File: config.mk
export PLATFORM = sky130hd
export DESIGN_NAME = arsr_readout
export DESIGN_NICKNAME = d
export VERILOG_FILES = /design/src/arsr_pkg.sv /design/src/arsr_status_hdr.sv /design/src/arsr_sync2.sv /design/src/arsr_readout.sv
export SDC_FILE = /design/constraint.sdc
export NUM_CORES = 1
export LEC_CHECK = 0
export ABC_AREA = 1
export BUFFER_PORTS_ARGS = -buffer_cell sky130_fd_sc_hd__buf_4
export CAP_MARGIN = 10
export CORE_ASPECT_RATIO = 0.6
export CORE_UTILIZATION = 45
export CTS_BUF_LIST = sky130_fd_sc_hd__clkbuf_8
export CTS_CLUSTER_DIAMETER = 150
export DETAILED_ROUTE_END_ITERATION = 8
export GPL_ROUTABILITY_DRIVEN = 0
export HOLD_SLACK_MARGIN = 0.08
export SLEW_MARGIN = 15
export SYNTH_ARGS = -nofsm -noshare
export SYNTH_HDL_FRONTEND = slang
export SYNTH_SLANG_ARGS = --single-unit
File: constraint.sdc
create_clock -name clk -period 3 [get_ports clk]
set_input_delay 0.9 -clock clk [delete_from_list [all_inputs] [get_ports clk]]
set_output_delay 0.9 -clock clk [all_outputs]
set_load 0.02 [all_outputs]
File: src/arsr_pkg.sv
/*
  Shared constants for the conversion readout, status and reset logic:
  register offsets, status header bit positions, reset values and timing counts.
  Assumes a 20 MHz master clock feeding every file of the block.
*/
package arsr_pkg;

  // ---------------------------------------------------------------------------
  // Register offsets
  // ---------------------------------------------------------------------------
  localparam logic [6:0] ConvCtrlAddr = 7'h18;
  localparam logic [6:0] SyncResetAddr = 7'h1d;
  localparam logic [6:0] SummaryStatusAddr = 7'h2d;
  localparam logic [6:0] PortDiagAddr = 7'h2e;
  localparam logic [6:0] ConvDiagAddr = 7'h2f;
  localparam logic [6:0] LogicDiagAddr = 7'h30;

  // ---------------------------------------------------------------------------
  // Reset values
  // ---------------------------------------------------------------------------
  localparam logic [7:0] ConvCtrlReset = 8'h00;
  localparam logic [7:0] SyncResetReset = 8'h80;

  // ---------------------------------------------------------------------------
  // Conversion control fields
  // ---------------------------------------------------------------------------
  localparam int DiagEnBit = 4;
  localparam int DiagSelLsb = 0;
  localparam int EcoModeBit = 6;
  localparam int BoostBufBit = 5;
  localparam logic [1:0] DiagTemp = 2'h0;
  localparam logic [1:0] DiagShort = 2'h1;
  localparam logic [1:0] DiagRefPos = 2'h2;
  localparam logic [1:0] DiagRefNeg = 2'h3;

  // ---------------------------------------------------------------------------
  // Status header bits
  // ---------------------------------------------------------------------------
  localparam int HdrMasterErr = 7;
  localparam int HdrConvErr = 6;
  localparam int HdrLogicErr = 5;
  localparam int HdrClkQual = 4;
  localparam int HdrClipped = 3;
  localparam int HdrUnsettled = 2;
  localparam int HdrPortErr = 1;
  localparam int HdrPowerOn = 0;

  // ---------------------------------------------------------------------------
  // Serial command and frame constants
  // ---------------------------------------------------------------------------
  localparam logic [7:0] CmdReset = 8'had;
  localparam logic [7:0] CmdExit = 8'h6c;
  localparam int ResumeZeros = 63;
  localparam int FrameBits = 32;
  localparam int ResultBits = 24;
  localparam logic [7:0] CrcSeed = 8'hff;

  // ---------------------------------------------------------------------------
  // Timing
  // ---------------------------------------------------------------------------
  localparam int ClkMhz = 20;
  localparam int PostResetUs = 200;
  localparam int PostResetCycles = PostResetUs * ClkMhz;
  localparam int UnsettledLagCycles = 128;

endpackage : arsr_pkg

File: src/arsr_status_hdr.sv
/*
  Builds the eight status header bits from the diagnostic registers.
  Assumes all inputs are on the master clock domain.
*/
`timescale 1ns/1ns
module arsr_status_hdr (
  input wire logic [7:0] portDiag,
  input wire logic [7:0] convDiag,
  input wire logic [7:0] logicDiag,
  input wire logic clockQualifyErrorFlag,
  input wire logic filterClippedFlag,
  input wire logic filterUnsettledFlag,
  input wire logic powerOnFlag,
  input wire logic pinControl,
  output logic [7:0] header
);

  always_comb begin
    header = 8'h00;
    header[arsr_pkg::HdrConvErr] = |convDiag;
    header[arsr_pkg::HdrLogicErr] = |logicDiag;
    header[arsr_pkg::HdrPortErr] = |portDiag;
    header[arsr_pkg::HdrClkQual] = clockQualifyErrorFlag;
    header[arsr_pkg::HdrClipped] = filterClippedFlag;
    header[arsr_pkg::HdrUnsettled] = filterUnsettledFlag;
    // Pin control forces this bit high as an interface sanity check.
    header[arsr_pkg::HdrPowerOn] = powerOnFlag | pinControl;
    header[arsr_pkg::HdrMasterErr] = |convDiag | (|logicDiag) | (|portDiag)
        | clockQualifyErrorFlag | filterClippedFlag | filterUnsettledFlag;
  end

endmodule : arsr_status_hdr

File: src/arsr_sync2.sv
/*
  Two-flop synchroniser for a level, vector of WIDTH bits.
  Assumes the input is asynchronous to clk.
*/
`timescale 1ns/1ns
module arsr_sync2 #(
  parameter int WIDTH = 1
) (
  input wire logic clk,
  input wire logic srst,
  input wire logic [WIDTH-1:0] din,
  output logic [WIDTH-1:0] dout
);

  logic [WIDTH-1:0] stage1Reg;
  logic [WIDTH-1:0] stage2Reg;

  always_ff @(posedge clk) begin
    if (srst) begin
      stage1Reg <= '0;
      stage2Reg <= '0;
    end else begin
      stage1Reg <= din;
      stage2Reg <= stage1Reg;
    end
  end

  assign dout = stage2Reg;

endmodule : arsr_sync2

File: src/arsr_readout.sv
/*
  Conversion readout, reset handling and status header of the converter's
  serial port. Holds the serial register port, the continuous readback
  shifter timed from the conversion ready strobe, and every reset path.
  Assumes clk is the master clock; serial pins come from the host and are
  synchronised here, so the serial clock must be well below clk/4.
*/
`timescale 1ns/1ns

// Summary of operation
// - Two back-to-back reset register writes reset device.
// - Continuous read watches exit and reset bytes.
// - One then 63 zeros on input resets.
// - Status header follows result; always in pin mode.
// - Master error is OR of all errors.
// - Group error flags OR their diagnostic registers.
// - Clock qualify flag set without valid clock.
// - Clipped flag set on filter full-scale clipping.
// - Unsettled flag high; filters cleared by reset/sync.
// - Unsettled flag may lag 128 master clocks.
// - Power-on flag records reset; pin mode reads one.
// - Diagnostics need eco, divide-16, boost buffers; code gates on enable, eco and boost only.
// - Diagnostic inputs: temperature, short, both references.
// - Frame is 24-bit result plus eight bits.
// - Pin control defaults to continuous readback.
// - Last bit held until strobe rises, then reset.
// - Frame MSB out on next falling serial clock.
// - Final pin-mode frame bit is always one.
// - Ready flags only continuous or missing 32 clocks.
// - Addressed readback resets output before strobe.
// - Sync input sampled on rising master clock.
module arsr_readout (
  input wire logic clk,
  input wire logic srst,
  input wire logic resetPinN,
  input wire logic pinControl,
  input wire logic selectN,
  input wire logic serialClk,
  input wire logic serialIn,
  input wire logic syncInN,
  input wire logic conversionReady,
  input wire logic [23:0] result,
  input wire logic [7:0] portDiag,
  input wire logic [7:0] convDiag,
  input wire logic [7:0] logicDiag,
  input wire logic clockQualifyErrorFlag,
  input wire logic filterClippedFlag,
  input wire logic filterUnsettledFlag,
  output logic serialOut,
  output logic conversionReadyStrobe,
  output logic filterClear,
  output logic diagActive,
  output logic [1:0] diagSelect,
  output logic continuousMode
);

  typedef enum logic [2:0] {
    ST_CMD = 3'b001,
    ST_ADDR_DATA = 3'b010,
    ST_CONT = 3'b100
  } arsr_port_t;

  // ---------------------------------------------------------------------------
  // Input synchronisers
  // ---------------------------------------------------------------------------
  logic [3:0] pinsSync;
  logic syncInSync;

  arsr_sync2 #(.WIDTH(4)) u_pins (
    .clk(clk),
    .srst(srst),
    .din({resetPinN, selectN, serialClk, serialIn}),
    .dout(pinsSync)
  );

  // Sampled on rising master clock; a synchronous host source still takes the two flop stages.
  // Inverted so that a flushed synchroniser reads as the idle high pin.
  arsr_sync2 #(.WIDTH(1)) u_sync (
    .clk(clk),
    .srst(srst),
    .din(~syncInN),
    .dout(syncInSync)
  );

  logic resetPinS, selectS, sclkS, sdiS, syncS;
  // The flushed synchroniser shows the pin asserted, so srst also runs the full
  // reset path for two cycles and picks up the pin control mode.
  assign resetPinS = pinsSync[3];
  assign selectS = pinsSync[2];
  assign sclkS = pinsSync[1];
  assign sdiS = pinsSync[0];
  assign syncS = ~syncInSync;

  // ---------------------------------------------------------------------------
  // State
  // ---------------------------------------------------------------------------
  arsr_port_t state_reg, state_next;
  logic sclkPrev_reg, sclkPrev_next;
  logic readyPrev_reg, readyPrev_next;
  logic syncPrev_reg, syncPrev_next;
  logic [15:0] inShift_reg, inShift_next;
  logic [4:0] inCount_reg, inCount_next;
  logic [6:0] zeroCount_reg, zeroCount_next;
  logic armed_reg, armed_next;
  logic softPending_reg, softPending_next;
  logic [7:0] convCtrl_reg, convCtrl_next;
  logic [7:0] syncReset_reg, syncReset_next;
  logic powerOn_reg, powerOn_next;
  logic [31:0] frame_reg, frame_next;
  logic [5:0] outCount_reg, outCount_next;
  logic [7:0] readData_reg, readData_next;
  logic readActive_reg, readActive_next;
  logic serialOut_reg, serialOut_next;
  logic strobe_reg, strobe_next;
  logic filterClear_reg, filterClear_next;
  logic cont_reg, cont_next;
  logic [7:0] header;
  logic fullReset;

  arsr_status_hdr u_hdr (
    .portDiag(portDiag),
    .convDiag(convDiag),
    .logicDiag(logicDiag),
    .clockQualifyErrorFlag(clockQualifyErrorFlag),
    .filterClippedFlag(filterClippedFlag),
    .filterUnsettledFlag(filterUnsettledFlag),
    .powerOnFlag(powerOn_reg),
    .pinControl(pinControl),
    .header(header)
  );

  // Register read mux; summary status mirrors the header.
  function automatic logic [7:0] readReg(input logic [6:0] a, input logic [7:0] hdr,
      input logic [7:0] cc, input logic [7:0] sr, input logic [7:0] pd,
      input logic [7:0] cd, input logic [7:0] ld);
    logic [7:0] v;
    v = 8'h00;
    if (a == arsr_pkg::ConvCtrlAddr) begin
      v = cc;
    end else if (a == arsr_pkg::SyncResetAddr) begin
      v = sr;
    end else if (a == arsr_pkg::SummaryStatusAddr) begin
      v = hdr;
    end else if (a == arsr_pkg::PortDiagAddr) begin
      v = pd;
    end else if (a == arsr_pkg::ConvDiagAddr) begin
      v = cd;
    end else if (a == arsr_pkg::LogicDiagAddr) begin
      v = ld;
    end
    return v;
  endfunction : readReg

  logic sclkRise, sclkFall, readyRise, syncRise, frameLoad;
  assign sclkRise = sclkS & ~sclkPrev_reg & ~selectS;
  assign sclkFall = ~sclkS & sclkPrev_reg & ~selectS;
  assign readyRise = conversionReady & ~readyPrev_reg;
  assign syncRise = syncS & ~syncPrev_reg;
  assign frameLoad = readyRise & cont_reg;

  // ---------------------------------------------------------------------------
  // Next-state logic
  // ---------------------------------------------------------------------------
  always_comb begin
    state_next = state_reg;
    sclkPrev_next = sclkS;
    readyPrev_next = conversionReady;
    syncPrev_next = syncS;
    inShift_next = inShift_reg;
    inCount_next = inCount_reg;
    zeroCount_next = zeroCount_reg;
    armed_next = armed_reg;
    softPending_next = softPending_reg;
    convCtrl_next = convCtrl_reg;
    syncReset_next = syncReset_reg;
    powerOn_next = powerOn_reg;
    frame_next = frame_reg;
    outCount_next = outCount_reg;
    readData_next = readData_reg;
    readActive_next = readActive_reg;
    serialOut_next = serialOut_reg;
    strobe_next = conversionReady;
    filterClear_next = 1'b0;
    cont_next = cont_reg;
    fullReset = 1'b0;

    if (selectS) begin
      inCount_next = 5'h00;
      zeroCount_next = 7'h00;
      armed_next = 1'b0;
      readActive_next = 1'b0;
      if (!cont_reg) begin
        state_next = ST_CMD;
      end
    end

    if (sclkRise) begin
      inShift_next = {inShift_reg[14:0], sdiS};
      inCount_next = inCount_reg + 5'h01;
      // Resume pattern: a one, then 63 zeros with select low.
      if (sdiS) begin
        armed_next = 1'b1;
        zeroCount_next = 7'h00;
      end else if (armed_reg) begin
        zeroCount_next = zeroCount_reg + 7'h01;
        if (zeroCount_reg == 7'(arsr_pkg::ResumeZeros - 1)) begin
          fullReset = 1'b1;
        end
      end
      case (state_reg)
        ST_CMD: begin
          if (inCount_reg == 5'h07) begin
            state_next = ST_ADDR_DATA;
            inCount_next = 5'h00;
            readActive_next = {inShift_reg[6:0], sdiS} >= 8'h80;
            readData_next = readReg({inShift_reg[5:0], sdiS}, header, convCtrl_reg,
                syncReset_reg, portDiag, convDiag, logicDiag);
            // Any access other than a reset register write breaks the pair.
            if ({inShift_reg[6:0], sdiS} != {1'b0, arsr_pkg::SyncResetAddr}) begin
              softPending_next = 1'b0;
            end
          end
        end
        ST_ADDR_DATA: begin
          if (inCount_reg == 5'h07) begin
            state_next = ST_CMD;
            inCount_next = 5'h00;
            if (!readActive_reg) begin
              if (inShift_reg[13:7] == arsr_pkg::ConvCtrlAddr) begin
                // Diagnostic select lives here.
                convCtrl_next = {inShift_reg[6:0], sdiS};
              end else if (inShift_reg[13:7] == arsr_pkg::SyncResetAddr) begin
                syncReset_next = {inShift_reg[6:0], sdiS};
                softPending_next = 1'b1;
                if (softPending_reg) begin
                  fullReset = 1'b1;
                end
              end
            end
          end
        end
        ST_CONT: begin
          if (inCount_reg == 5'h07) begin
            inCount_next = 5'h00;
            if ({inShift_reg[6:0], sdiS} == arsr_pkg::CmdReset) begin
              fullReset = 1'b1;
            end else if ({inShift_reg[6:0], sdiS} == arsr_pkg::CmdExit) begin
              state_next = ST_CMD;
              cont_next = 1'b0;
            end
          end
        end
        default: state_next = ST_CMD;
      endcase
    end

    if (sclkFall) begin
      if (cont_reg && outCount_reg != 6'h00) begin
        serialOut_next = frame_reg[31];
        frame_next = {frame_reg[30:0], 1'b0};
        outCount_next = outCount_reg - 6'h01;
      end else if (readActive_reg) begin
        serialOut_next = readData_reg[7];
        readData_next = {readData_reg[6:0], 1'b0};
      end
    end

    // Last bit stays until the ready strobe rises, then the output resets; that
    // low level is the ready flag, so nothing else may pull the line between frames.
    if (readyRise) begin
      serialOut_next = 1'b0;
      if (cont_reg) begin
        frame_next = {result, header};
        outCount_next = 6'(arsr_pkg::FrameBits);
      end
    end

    if (syncRise) begin
      filterClear_next = 1'b1;
    end

    if (fullReset || !resetPinS) begin
      // Every path lands in the same state.
      state_next = pinControl ? ST_CONT : ST_CMD;
      cont_next = pinControl;
      convCtrl_next = arsr_pkg::ConvCtrlReset;
      syncReset_next = arsr_pkg::SyncResetReset;
      softPending_next = 1'b0;
      armed_next = 1'b0;
      zeroCount_next = 7'h00;
      inCount_next = 5'h00;
      outCount_next = 6'h00;
      powerOn_next = 1'b1;
      filterClear_next = 1'b1;
      serialOut_next = 1'b0;
    end
  end

  always_ff @(posedge clk) begin
    if (srst) begin
      state_reg <= ST_CMD;
      sclkPrev_reg <= 1'b0;
      readyPrev_reg <= 1'b0;
      syncPrev_reg <= 1'b1;
      inShift_reg <= 16'h0000;
      inCount_reg <= 5'h00;
      zeroCount_reg <= 7'h00;
      armed_reg <= 1'b0;
      softPending_reg <= 1'b0;
      convCtrl_reg <= arsr_pkg::ConvCtrlReset;
      syncReset_reg <= arsr_pkg::SyncResetReset;
      powerOn_reg <= 1'b1;
      frame_reg <= 32'h00000000;
      outCount_reg <= 6'h00;
      readData_reg <= 8'h00;
      readActive_reg <= 1'b0;
      serialOut_reg <= 1'b0;
      strobe_reg <= 1'b0;
      filterClear_reg <= 1'b1;
      cont_reg <= 1'b0;
    end else begin
      state_reg <= state_next;
      sclkPrev_reg <= sclkPrev_next;
      readyPrev_reg <= readyPrev_next;
      syncPrev_reg <= syncPrev_next;
      inShift_reg <= inShift_next;
      inCount_reg <= inCount_next;
      zeroCount_reg <= zeroCount_next;
      armed_reg <= armed_next;
      softPending_reg <= softPending_next;
      convCtrl_reg <= convCtrl_next;
      syncReset_reg <= syncReset_next;
      powerOn_reg <= powerOn_next;
      frame_reg <= frame_next;
      outCount_reg <= outCount_next;
      readData_reg <= readData_next;
      readActive_reg <= readActive_next;
      serialOut_reg <= serialOut_next;
      strobe_reg <= strobe_next;
      filterClear_reg <= filterClear_next;
      cont_reg <= cont_next;
    end
  end

  // ---------------------------------------------------------------------------
  // Outputs
  // ---------------------------------------------------------------------------
  logic diagOk;
  // Diagnostics only run with eco mode and boost buffers set.
  assign diagOk = convCtrl_reg[arsr_pkg::DiagEnBit] & convCtrl_reg[arsr_pkg::EcoModeBit]
      & convCtrl_reg[arsr_pkg::BoostBufBit];
  logic diagActive_reg;
  logic [1:0] diagSelect_reg;
  always_ff @(posedge clk) begin
    if (srst) begin
      diagActive_reg <= 1'b0;
      diagSelect_reg <= arsr_pkg::DiagTemp;
    end else begin
      diagActive_reg <= diagOk;
      diagSelect_reg <= convCtrl_reg[arsr_pkg::DiagSelLsb +: 2];
    end
  end

  assign serialOut = serialOut_reg;
  assign conversionReadyStrobe = strobe_reg;
  assign filterClear = filterClear_reg;
  assign diagActive = diagActive_reg;
  assign diagSelect = diagSelect_reg;
  assign continuousMode = cont_reg;

  // ---------------------------------------------------------------------------
  // Checks
  // ---------------------------------------------------------------------------
  property p_hdr_master;
    @(posedge clk) disable iff (srst)
      (|convDiag) |-> header[arsr_pkg::HdrMasterErr];
  endproperty
  a_hdr_master: assert property (p_hdr_master) else $error("master flag missed");

  property p_hdr_port;
    @(posedge clk) disable iff (srst)
      header[arsr_pkg::HdrPortErr] == (|portDiag);
  endproperty
  a_hdr_port: assert property (p_hdr_port) else $error("port error flag wrong");

  property p_pin_por;
    @(posedge clk) disable iff (srst)
      pinControl |-> header[arsr_pkg::HdrPowerOn];
  endproperty
  a_pin_por: assert property (p_pin_por) else $error("pin mode flag low");

  property p_reset_flag;
    @(posedge clk) disable iff (srst)
      fullReset |=> powerOn_reg && filterClear_reg && convCtrl_reg == arsr_pkg::ConvCtrlReset;
  endproperty
  a_reset_flag: assert property (p_reset_flag) else $error("reset incomplete");

  property p_ready_clears;
    @(posedge clk) disable iff (srst)
      readyRise && !fullReset |=> !serialOut_reg;
  endproperty
  a_ready_clears: assert property (p_ready_clears) else $error("output not reset");

  property p_frame_load;
    @(posedge clk) disable iff (srst)
      frameLoad && resetPinS && !fullReset |=> outCount_reg == 6'd32 && frame_reg[7:0] == $past(header);
  endproperty
  a_frame_load: assert property (p_frame_load) else $error("frame not loaded");

  property p_sync_clear;
    @(posedge clk) disable iff (srst)
      syncRise |=> filterClear_reg;
  endproperty
  a_sync_clear: assert property (p_sync_clear) else $error("sync did not clear");

  property p_pin_cont;
    @(posedge clk) disable iff (srst)
      !resetPinS && pinControl |=> cont_reg;
  endproperty
  a_pin_cont: assert property (p_pin_cont) else $error("pin mode not continuous");

  c_soft_reset: cover property (@(posedge clk) disable iff (srst)
      fullReset && state_reg == ST_ADDR_DATA);
  c_cont_reset: cover property (@(posedge clk) disable iff (srst)
      fullReset && state_reg == ST_CONT);
  c_frame: cover property (@(posedge clk) disable iff (srst) frameLoad);

endmodule : arsr_readout

==> results.sh, run 1 <==
export IMPL_io_pins=67
export IMPL_totalPowerFinal_mw=3.320
export IMPL_nNetsFinal=930
export IMPL_leakagePower_nw=2.945
export IMPL_dp_hpwl_um=10730
export IMPL_cts_hold_buf=0
export IMPL_area_growth_pct=17.75
export IMPL_cp_num_buf_inv=1
export IMPL_fin_setup_tns_ps=0
export IMPL_cts_max_level=4
export IMPL_drt_pass1_iterations=5
export IMPL_synth_avg_cell_area_um2=7.032
export IMPL_synth_ff_type="dfxtp_1"
export IMPL_slew_headroom_pct=56.44
export IMPL_largest_reg_flops=31
export IMPL_cp_max_fo=9
export IMPL_hold_depth=2
export IMPL_ff2ff_path_depth=8
export IMPL_route_vias_total=5458
export IMPL_ant_nets=0
export IMPL_die_w_um=146.8
export IMPL_crit_slowest_cell="nor4_4"
export IMPL_grt_max_degree=66
export IMPL_synth_most_common_cell="nand2_1"
export IMPL_routed_via_density=5.233
export IMPL_clk_latency_ps=440
export IMPL_drt_iter0_drc=571
export IMPL_avgRoutedWirePerCell_um=14.28
export IMPL_clk_path_buf_depth=2
export IMPL_diodes=0
export IMPL_yosysUniqueCellTypes=45
export IMPL_cp_start_kind="flop"
export IMPL_io_buffer_count=66
export IMPL_cts_buffers=17
export IMPL_max_freq_mhz=459.3
export IMPL_outcome="complete, no violations"
export IMPL_min_to="u_pins.dout[0]$_SDFF_PP0_"
export IMPL_crit_arrival_ps=2490
export IMPL_hold_violations=0
export IMPL_rows=31
export IMPL_yosys_area_top_type="dfxtp_1"
export IMPL_skew_ps=12.81
export IMPL_overflow=0
export IMPL_drive_gt1_share_pct=17.31
export IMPL_path_cells="ha_1, nand2_2, nor3_4, inv_2, nor4_4, nand2_2, nand2_1, a21oi_1"
export IMPL_yosys_warnings=0
export IMPL_worstPathRequired_ps=3310
export IMPL_reg2reg_slack_ps=820
export IMPL_r2r_end="convCtrl_reg[4]$_SDFFE_PP0P_"
export IMPL_clk_pin_slew_ps=70
export IMPL_path_delay_family="simple AND/OR/NAND/NOR gates"
export IMPL_criticalPathCategory="reg2reg"
export IMPL_syn_area_um2=5660
export IMPL_powerDensity_nw_per_um2=498.0
export IMPL_ir_drop_uv=298.2
export IMPL_design_die_area_um2=13050
export IMPL_die_y_um=88.88
export IMPL_cts_root_buf="clkbuf_8"
export IMPL_synth_edf_count=0
export IMPL_cts_tree="built"
export IMPL_drv_slew=0
export IMPL_worst_slew_pin_slew_ps=648.6
export IMPL_synth_top_area_share_pct=39.96
export IMPL_grt_pass1_vias=4641
export IMPL_post_cts_repair_setup_buffers=0
export IMPL_grtUsageTotal_pct=23.59
export IMPL_synth_seq_cells=113
export IMPL_ys_seq_area_share_pct=39.96
export IMPL_hp_class="reg2reg"
export IMPL_max_stage_delay_ps=500
export IMPL_antenna_found_initial=0
export IMPL_regToRegStartpoint="inCount_reg[0]$_SDFFE_PP0P_"
export IMPL_drv_cap=0
export IMPL_clock_sinks=113
export IMPL_synth_nets=870
export IMPL_synth_area_leaders="dfxtp_1 (40%), nand2_1 (11%), inv_1 (7.0%)"
export IMPL_finalCritPeriodShare_pct=72.57
export IMPL_period_minus_slack_ps=2177
export IMPL_coreArea_um2=12140
export IMPL_setup_viol=0
export IMPL_grt_pass1_wl_um=23760
export IMPL_rsz0062_at_grt="no"
export IMPL_min_from="u_pins.stage1Reg[0]$_SDFF_PP0_"
export IMPL_cp_common_cell="nand2_2"
export IMPL_cts_resized=0
export IMPL_synth_commonest_cells="nand2_1 (173), dfxtp_1 (113), inv_1 (105)"
export IMPL_synthCells=805
export IMPL_endpoint_kind="flop"
export IMPL_start_util_pct=46.62
export IMPL_finalWirelength_um=14900
export IMPL_route_detailed_drc=0
export IMPL_async_flop_share_pct=0
## worst max path at each step
stage                                           start                      endpoint  slack, ps  depth (start not counted)
after CTS                 inCount_reg[0]$_SDFFE_PP0P_  convCtrl_reg[4]$_SDFFE_PP0P_        840                          8
after floorplan                       conversionReady       frame_reg[5]$_SDFF_PP0_        990                          9
after global routing      inCount_reg[0]$_SDFFE_PP0P_  convCtrl_reg[0]$_SDFFE_PP0P_        670                          8
after global placement                conversionReady       frame_reg[7]$_SDFF_PP0_        650                          9
final                     inCount_reg[0]$_SDFFE_PP0P_  convCtrl_reg[4]$_SDFFE_PP0P_        820                          8
after detailed placement              conversionReady       frame_reg[7]$_SDFF_PP0_        600                          9
## per-stage QoR
step | hold WS, ps | cells | instance area, um^2 | utilization, % | setup WS, ps
global route | 409.5 | 1043 | 6665 | 54.90 | 672.1
CTS | 403.7 | 1043 | 6665 | 54.90 | 842.5
finish | 401.2 | 1043 | 6665 | 54.90 | 822.9
floorplan | 363.2 | 805 | 5660 | - | 993.5
global placement | 369.5 | 1011 | 6252 | 51.50 | 653.5
detailed placement | 391.2 | 1011 | 6252 | 51.50 | 599.6
## area by class of cell
type	count	area [um^2]
clock buffers	18	247.7
inverters	115	441.7
fillers	1183	5475
multi-input cells	546	2789
flip-flops and latches	113	2262
repair buffers	72	553.0
clock inverters	14	165.2
well taps	165	206.4
## worst reg2reg max path, cell delays in order (launching register included)
cell and delay [ps]:
dfxtp_1 370, ha_1 190, nand2_2 100, nor3_4 330, inv_2 110, nor4_4 500
nand2_2 250, nand2_1 130, a21oi_1 70
## layer usage
layer  share of wire (%)  track usage, %
met5                   0               0
met4                0.79           7.386
met3                 8.0           6.443
met2                  38           30.42
met1                  53           36.53
## cell families after synthesis
group	after synthesis	synth area share (%)
DFF	113	39.96
and+or+nand+nor	385	31.10
buffers and inverters	146	10.76
xor gates and xnor gates	4	0.6189
muxes	1	0.1768
adders and majority gates	5	1.105
AOI/OAI and AO/OA	151	16.27
## power by group
part | leakage (nW) | total, mW | switching [mW] | internal [mW]
logic | 1.82 | 0.242 | 0.138 | 0.105
clock network | 0.202 | 1.51 | 0.668 | 0.839
registers | 0.918 | 1.57 | 0.0297 | 1.54
total | 2.95 | 3.32 | 0.835 | 2.48
## cell usage in the layout (no fill, tap or decap), types with 7 or more instances in the layout
master,instances
nand2_1,173
dfxtp_1,113
inv_1,105
nor2_1,81
nand3_1,72
buf_4,71
o21ai_0,46
a21oi_1,45
o211ai_1,31
nand4_1,20
clkbuf_8,18
a21oi_2,15
nor3_1,13
inv_2,7
Note: power is estimated with default switching activity, not from simulation.
==> run 2, diff against run 1 <==
--- a/config.mk
+++ b/config.mk
@@ -15,6 +15,7 @@
 export DETAILED_ROUTE_END_ITERATION = 8
 export GPL_ROUTABILITY_DRIVEN = 0
 export HOLD_SLACK_MARGIN = 0.08
+export PLACE_DENSITY = 0.67
 export SLEW_MARGIN = 15
 export SYNTH_ARGS = -nofsm -noshare
 export SYNTH_HDL_FRONTEND = slang
==> constraint.sdc (replaced) <==
create_clock -name clk -period 1.75 [get_ports clk]
set_input_delay 0.525 -clock clk [delete_from_list [all_inputs] [get_ports clk]]
set_output_delay 0.525 -clock clk [all_outputs]
set_load 0.02 [all_outputs]
==> run 2 against run 1 <==
Effect of this change: the run now ends with negative setup slack left; die area unchanged; non-clock buffer count up 44; sequential share of layout area down 2.3 points; largest power group unchanged; highest routed layer unchanged.
==> results.sh, run 2 (synthesis results as in run 1) <==
export IMPL_outcome="finished with violations"
export IMPL_violations="negative setup slack"
export IMPL_path_delay_family="simple AND/OR/NAND/NOR gates"
export IMPL_max_stage_delay_ps=370
export IMPL_start_util_pct=46.62
export IMPL_layout_commonest_cell="nand2_1"
export IMPL_slew_headroom_pct=70.10
export IMPL_routed_via_density=5.183
export IMPL_totalPowerFinal_mw=5.493
export IMPL_cts_root_buf="clkbuf_8"
export IMPL_route_detailed_drc=0
export IMPL_endpoint_kind="flop"
export IMPL_drive_gt1_share_pct=23.92
export IMPL_clock_sinks=113
export IMPL_setup_viol=8
export IMPL_leakagePower_nw=3.244
export IMPL_finalWirelength_um=15420
export IMPL_hold_violations=0
export IMPL_route_vias_total=5644
export IMPL_layout_common_cells="nand2_1 (164), dfxtp_1 (107), inv_1 (106), buf_4 (106), nor2_1 (81)"
export IMPL_drv_slew=0
export IMPL_powerDensity_nw_per_um2=765.3
export IMPL_finalInstanceArea_um2=7177
export IMPL_cp_max_fo=4
export IMPL_worstPathRequired_ps=2100
export IMPL_worst_slew_pin_slew_ps=445.0
export IMPL_largest_reg_flops=31
export IMPL_rows=31
export IMPL_cts_buffers=17
export IMPL_drt_iter0_drc=493
export IMPL_nNetsFinal=977
export IMPL_io_buffer_count=66
export IMPL_max_freq_mhz=554.7
export IMPL_hp_class="in2reg"
export IMPL_drt_pass1_iterations=5
export IMPL_avgRoutedWirePerCell_um=14.16
export IMPL_skew_ps=11.93
export IMPL_cts_hold_buf=0
export IMPL_die_w_um=146.8
export IMPL_area_growth_pct=26.79
export IMPL_die_y_um=88.88
export IMPL_clk_latency_ps=420
export IMPL_cts_max_level=4
export IMPL_finalWorstSetupSlack_ps=-52.70
export IMPL_io_pins=67
export IMPL_design_die_area_um2=13050
export IMPL_diodes=0
export IMPL_grt_max_degree=66
export IMPL_grtUsageTotal_pct=23.64
export IMPL_placed_cell_area_um2=6538
export IMPL_ir_drop_uv=691.6
export IMPL_cp_num_buf_inv=2
export IMPL_overflow=0
export IMPL_clk_pin_slew_ps=60
export IMPL_cts_tree="built"
export IMPL_crit_arrival_ps=2150
export IMPL_cp_start_kind="flop"
export IMPL_crit_slowest_cell="dfxtp_4"
export IMPL_grt_pass1_wl_um=24230
export IMPL_n_fill_cell=1107
export IMPL_period_minus_slack_ps=1803
export IMPL_drv_cap=0
export IMPL_reg2reg_slack_ps=-50
export IMPL_grt_pass1_vias=5015
export IMPL_path_cells="ha_4, nand2_4, nor3_4, inv_2, nor4_4, buf_2, nand3_1, a21oi_2"
export IMPL_coreArea_um2=12140
export IMPL_antenna_found_initial=0
export IMPL_criticalPathCategory="reg2reg"
export IMPL_finalCritPeriodShare_pct=103.0
export IMPL_clk_path_buf_depth=2
export IMPL_dp_hpwl_um=10890
export IMPL_rsz0062_at_grt="yes"
export IMPL_ant_nets=0
==> run 2: cell count changes in the layout (fill, tap and decap cells not counted), sizes merged <==
cell      delta
buf         +44
bufinv       -1
clkbuf       +2
clkinv       -2
clkinvlp     -3
inv          +6
==> run 2: area by class of cell <==
cell class / count / area, um^2 / area share (%)
Clock buffer: 20 / 275.3 / 3.835
Timing Repair Buffer: 116 / 954.7 / 13.30
Tap cell: 165 / 206.4 / 2.877
Timing Repair inverter: 3 / 28.78 / 0.4010
Multi-Input combinational cell: 546 / 2885 / 40.20
Inverter: 115 / 454.2 / 6.328
Sequential cell: 113 / 2272 / 31.66
Clock inverter: 11 / 100.1 / 1.395
==> run 2: where the power goes <==
group	leakage, nW	switching (mW)	total (mW)	internal, mW
Combinational	2.11	0.250	0.458	0.208
Sequential	0.921	0.0477	2.69	2.64
Clock	0.212	1.01	2.35	1.33
Total	3.24	1.31	5.49	4.18
==> run 2: stage by stage <==
step                hold slack [ps]  util (%)  std cells  setup slack [ps]  setup TNS, ps
floorplan                     363.2         -        805             95.59              0
CTS                           230.1     57.02       1075             9.192              0
finish                        254.2     59.12       1089            -52.70         -312.8
detailed placement            381.5     53.85       1044            -94.38         -477.5
global route                  235.7     59.12       1089            -116.0          -1139
global placement              368.1     53.85       1044             6.447              0
==> run 2: layer usage <==
metal	routed length, um	part of all wire, %	vias to the layer above	track usage [%]
met1	7841	51	2545	34.71
met5	0	0	-	0
li1	-	-	2865	-
met4	138	0.90	0	7.860
met2	6208	40	218	32.87
met3	1227	8.0	16	6.495
==> run 2: path summary, 6_finish.rpt <==
path	cells after the start	endpoint	from
worst max register to register	8	convCtrl_reg[6]$_SDFFE_PP0P_	inCount_reg[1]$_SDFFE_PP0P_
worst min register to register	1	syncPrev_reg$_SDFF_PP1_	u_sync.dout$_SDFF_PP0_
worst min-delay path	2	u_sync.stage1Reg$_SDFF_PP0_	syncInN
worst max-delay path	8	convCtrl_reg[6]$_SDFFE_PP0P_	inCount_reg[1]$_SDFFE_PP0P_
==> run 2: timing repair <==
item                                    4_1_cts  5_1_grt
cloned                                        0        4
buffers inserted                              0       11
gates resized for setup                       3       44
endpoints found under the setup margin       32       61
pin swaps                                     0       14
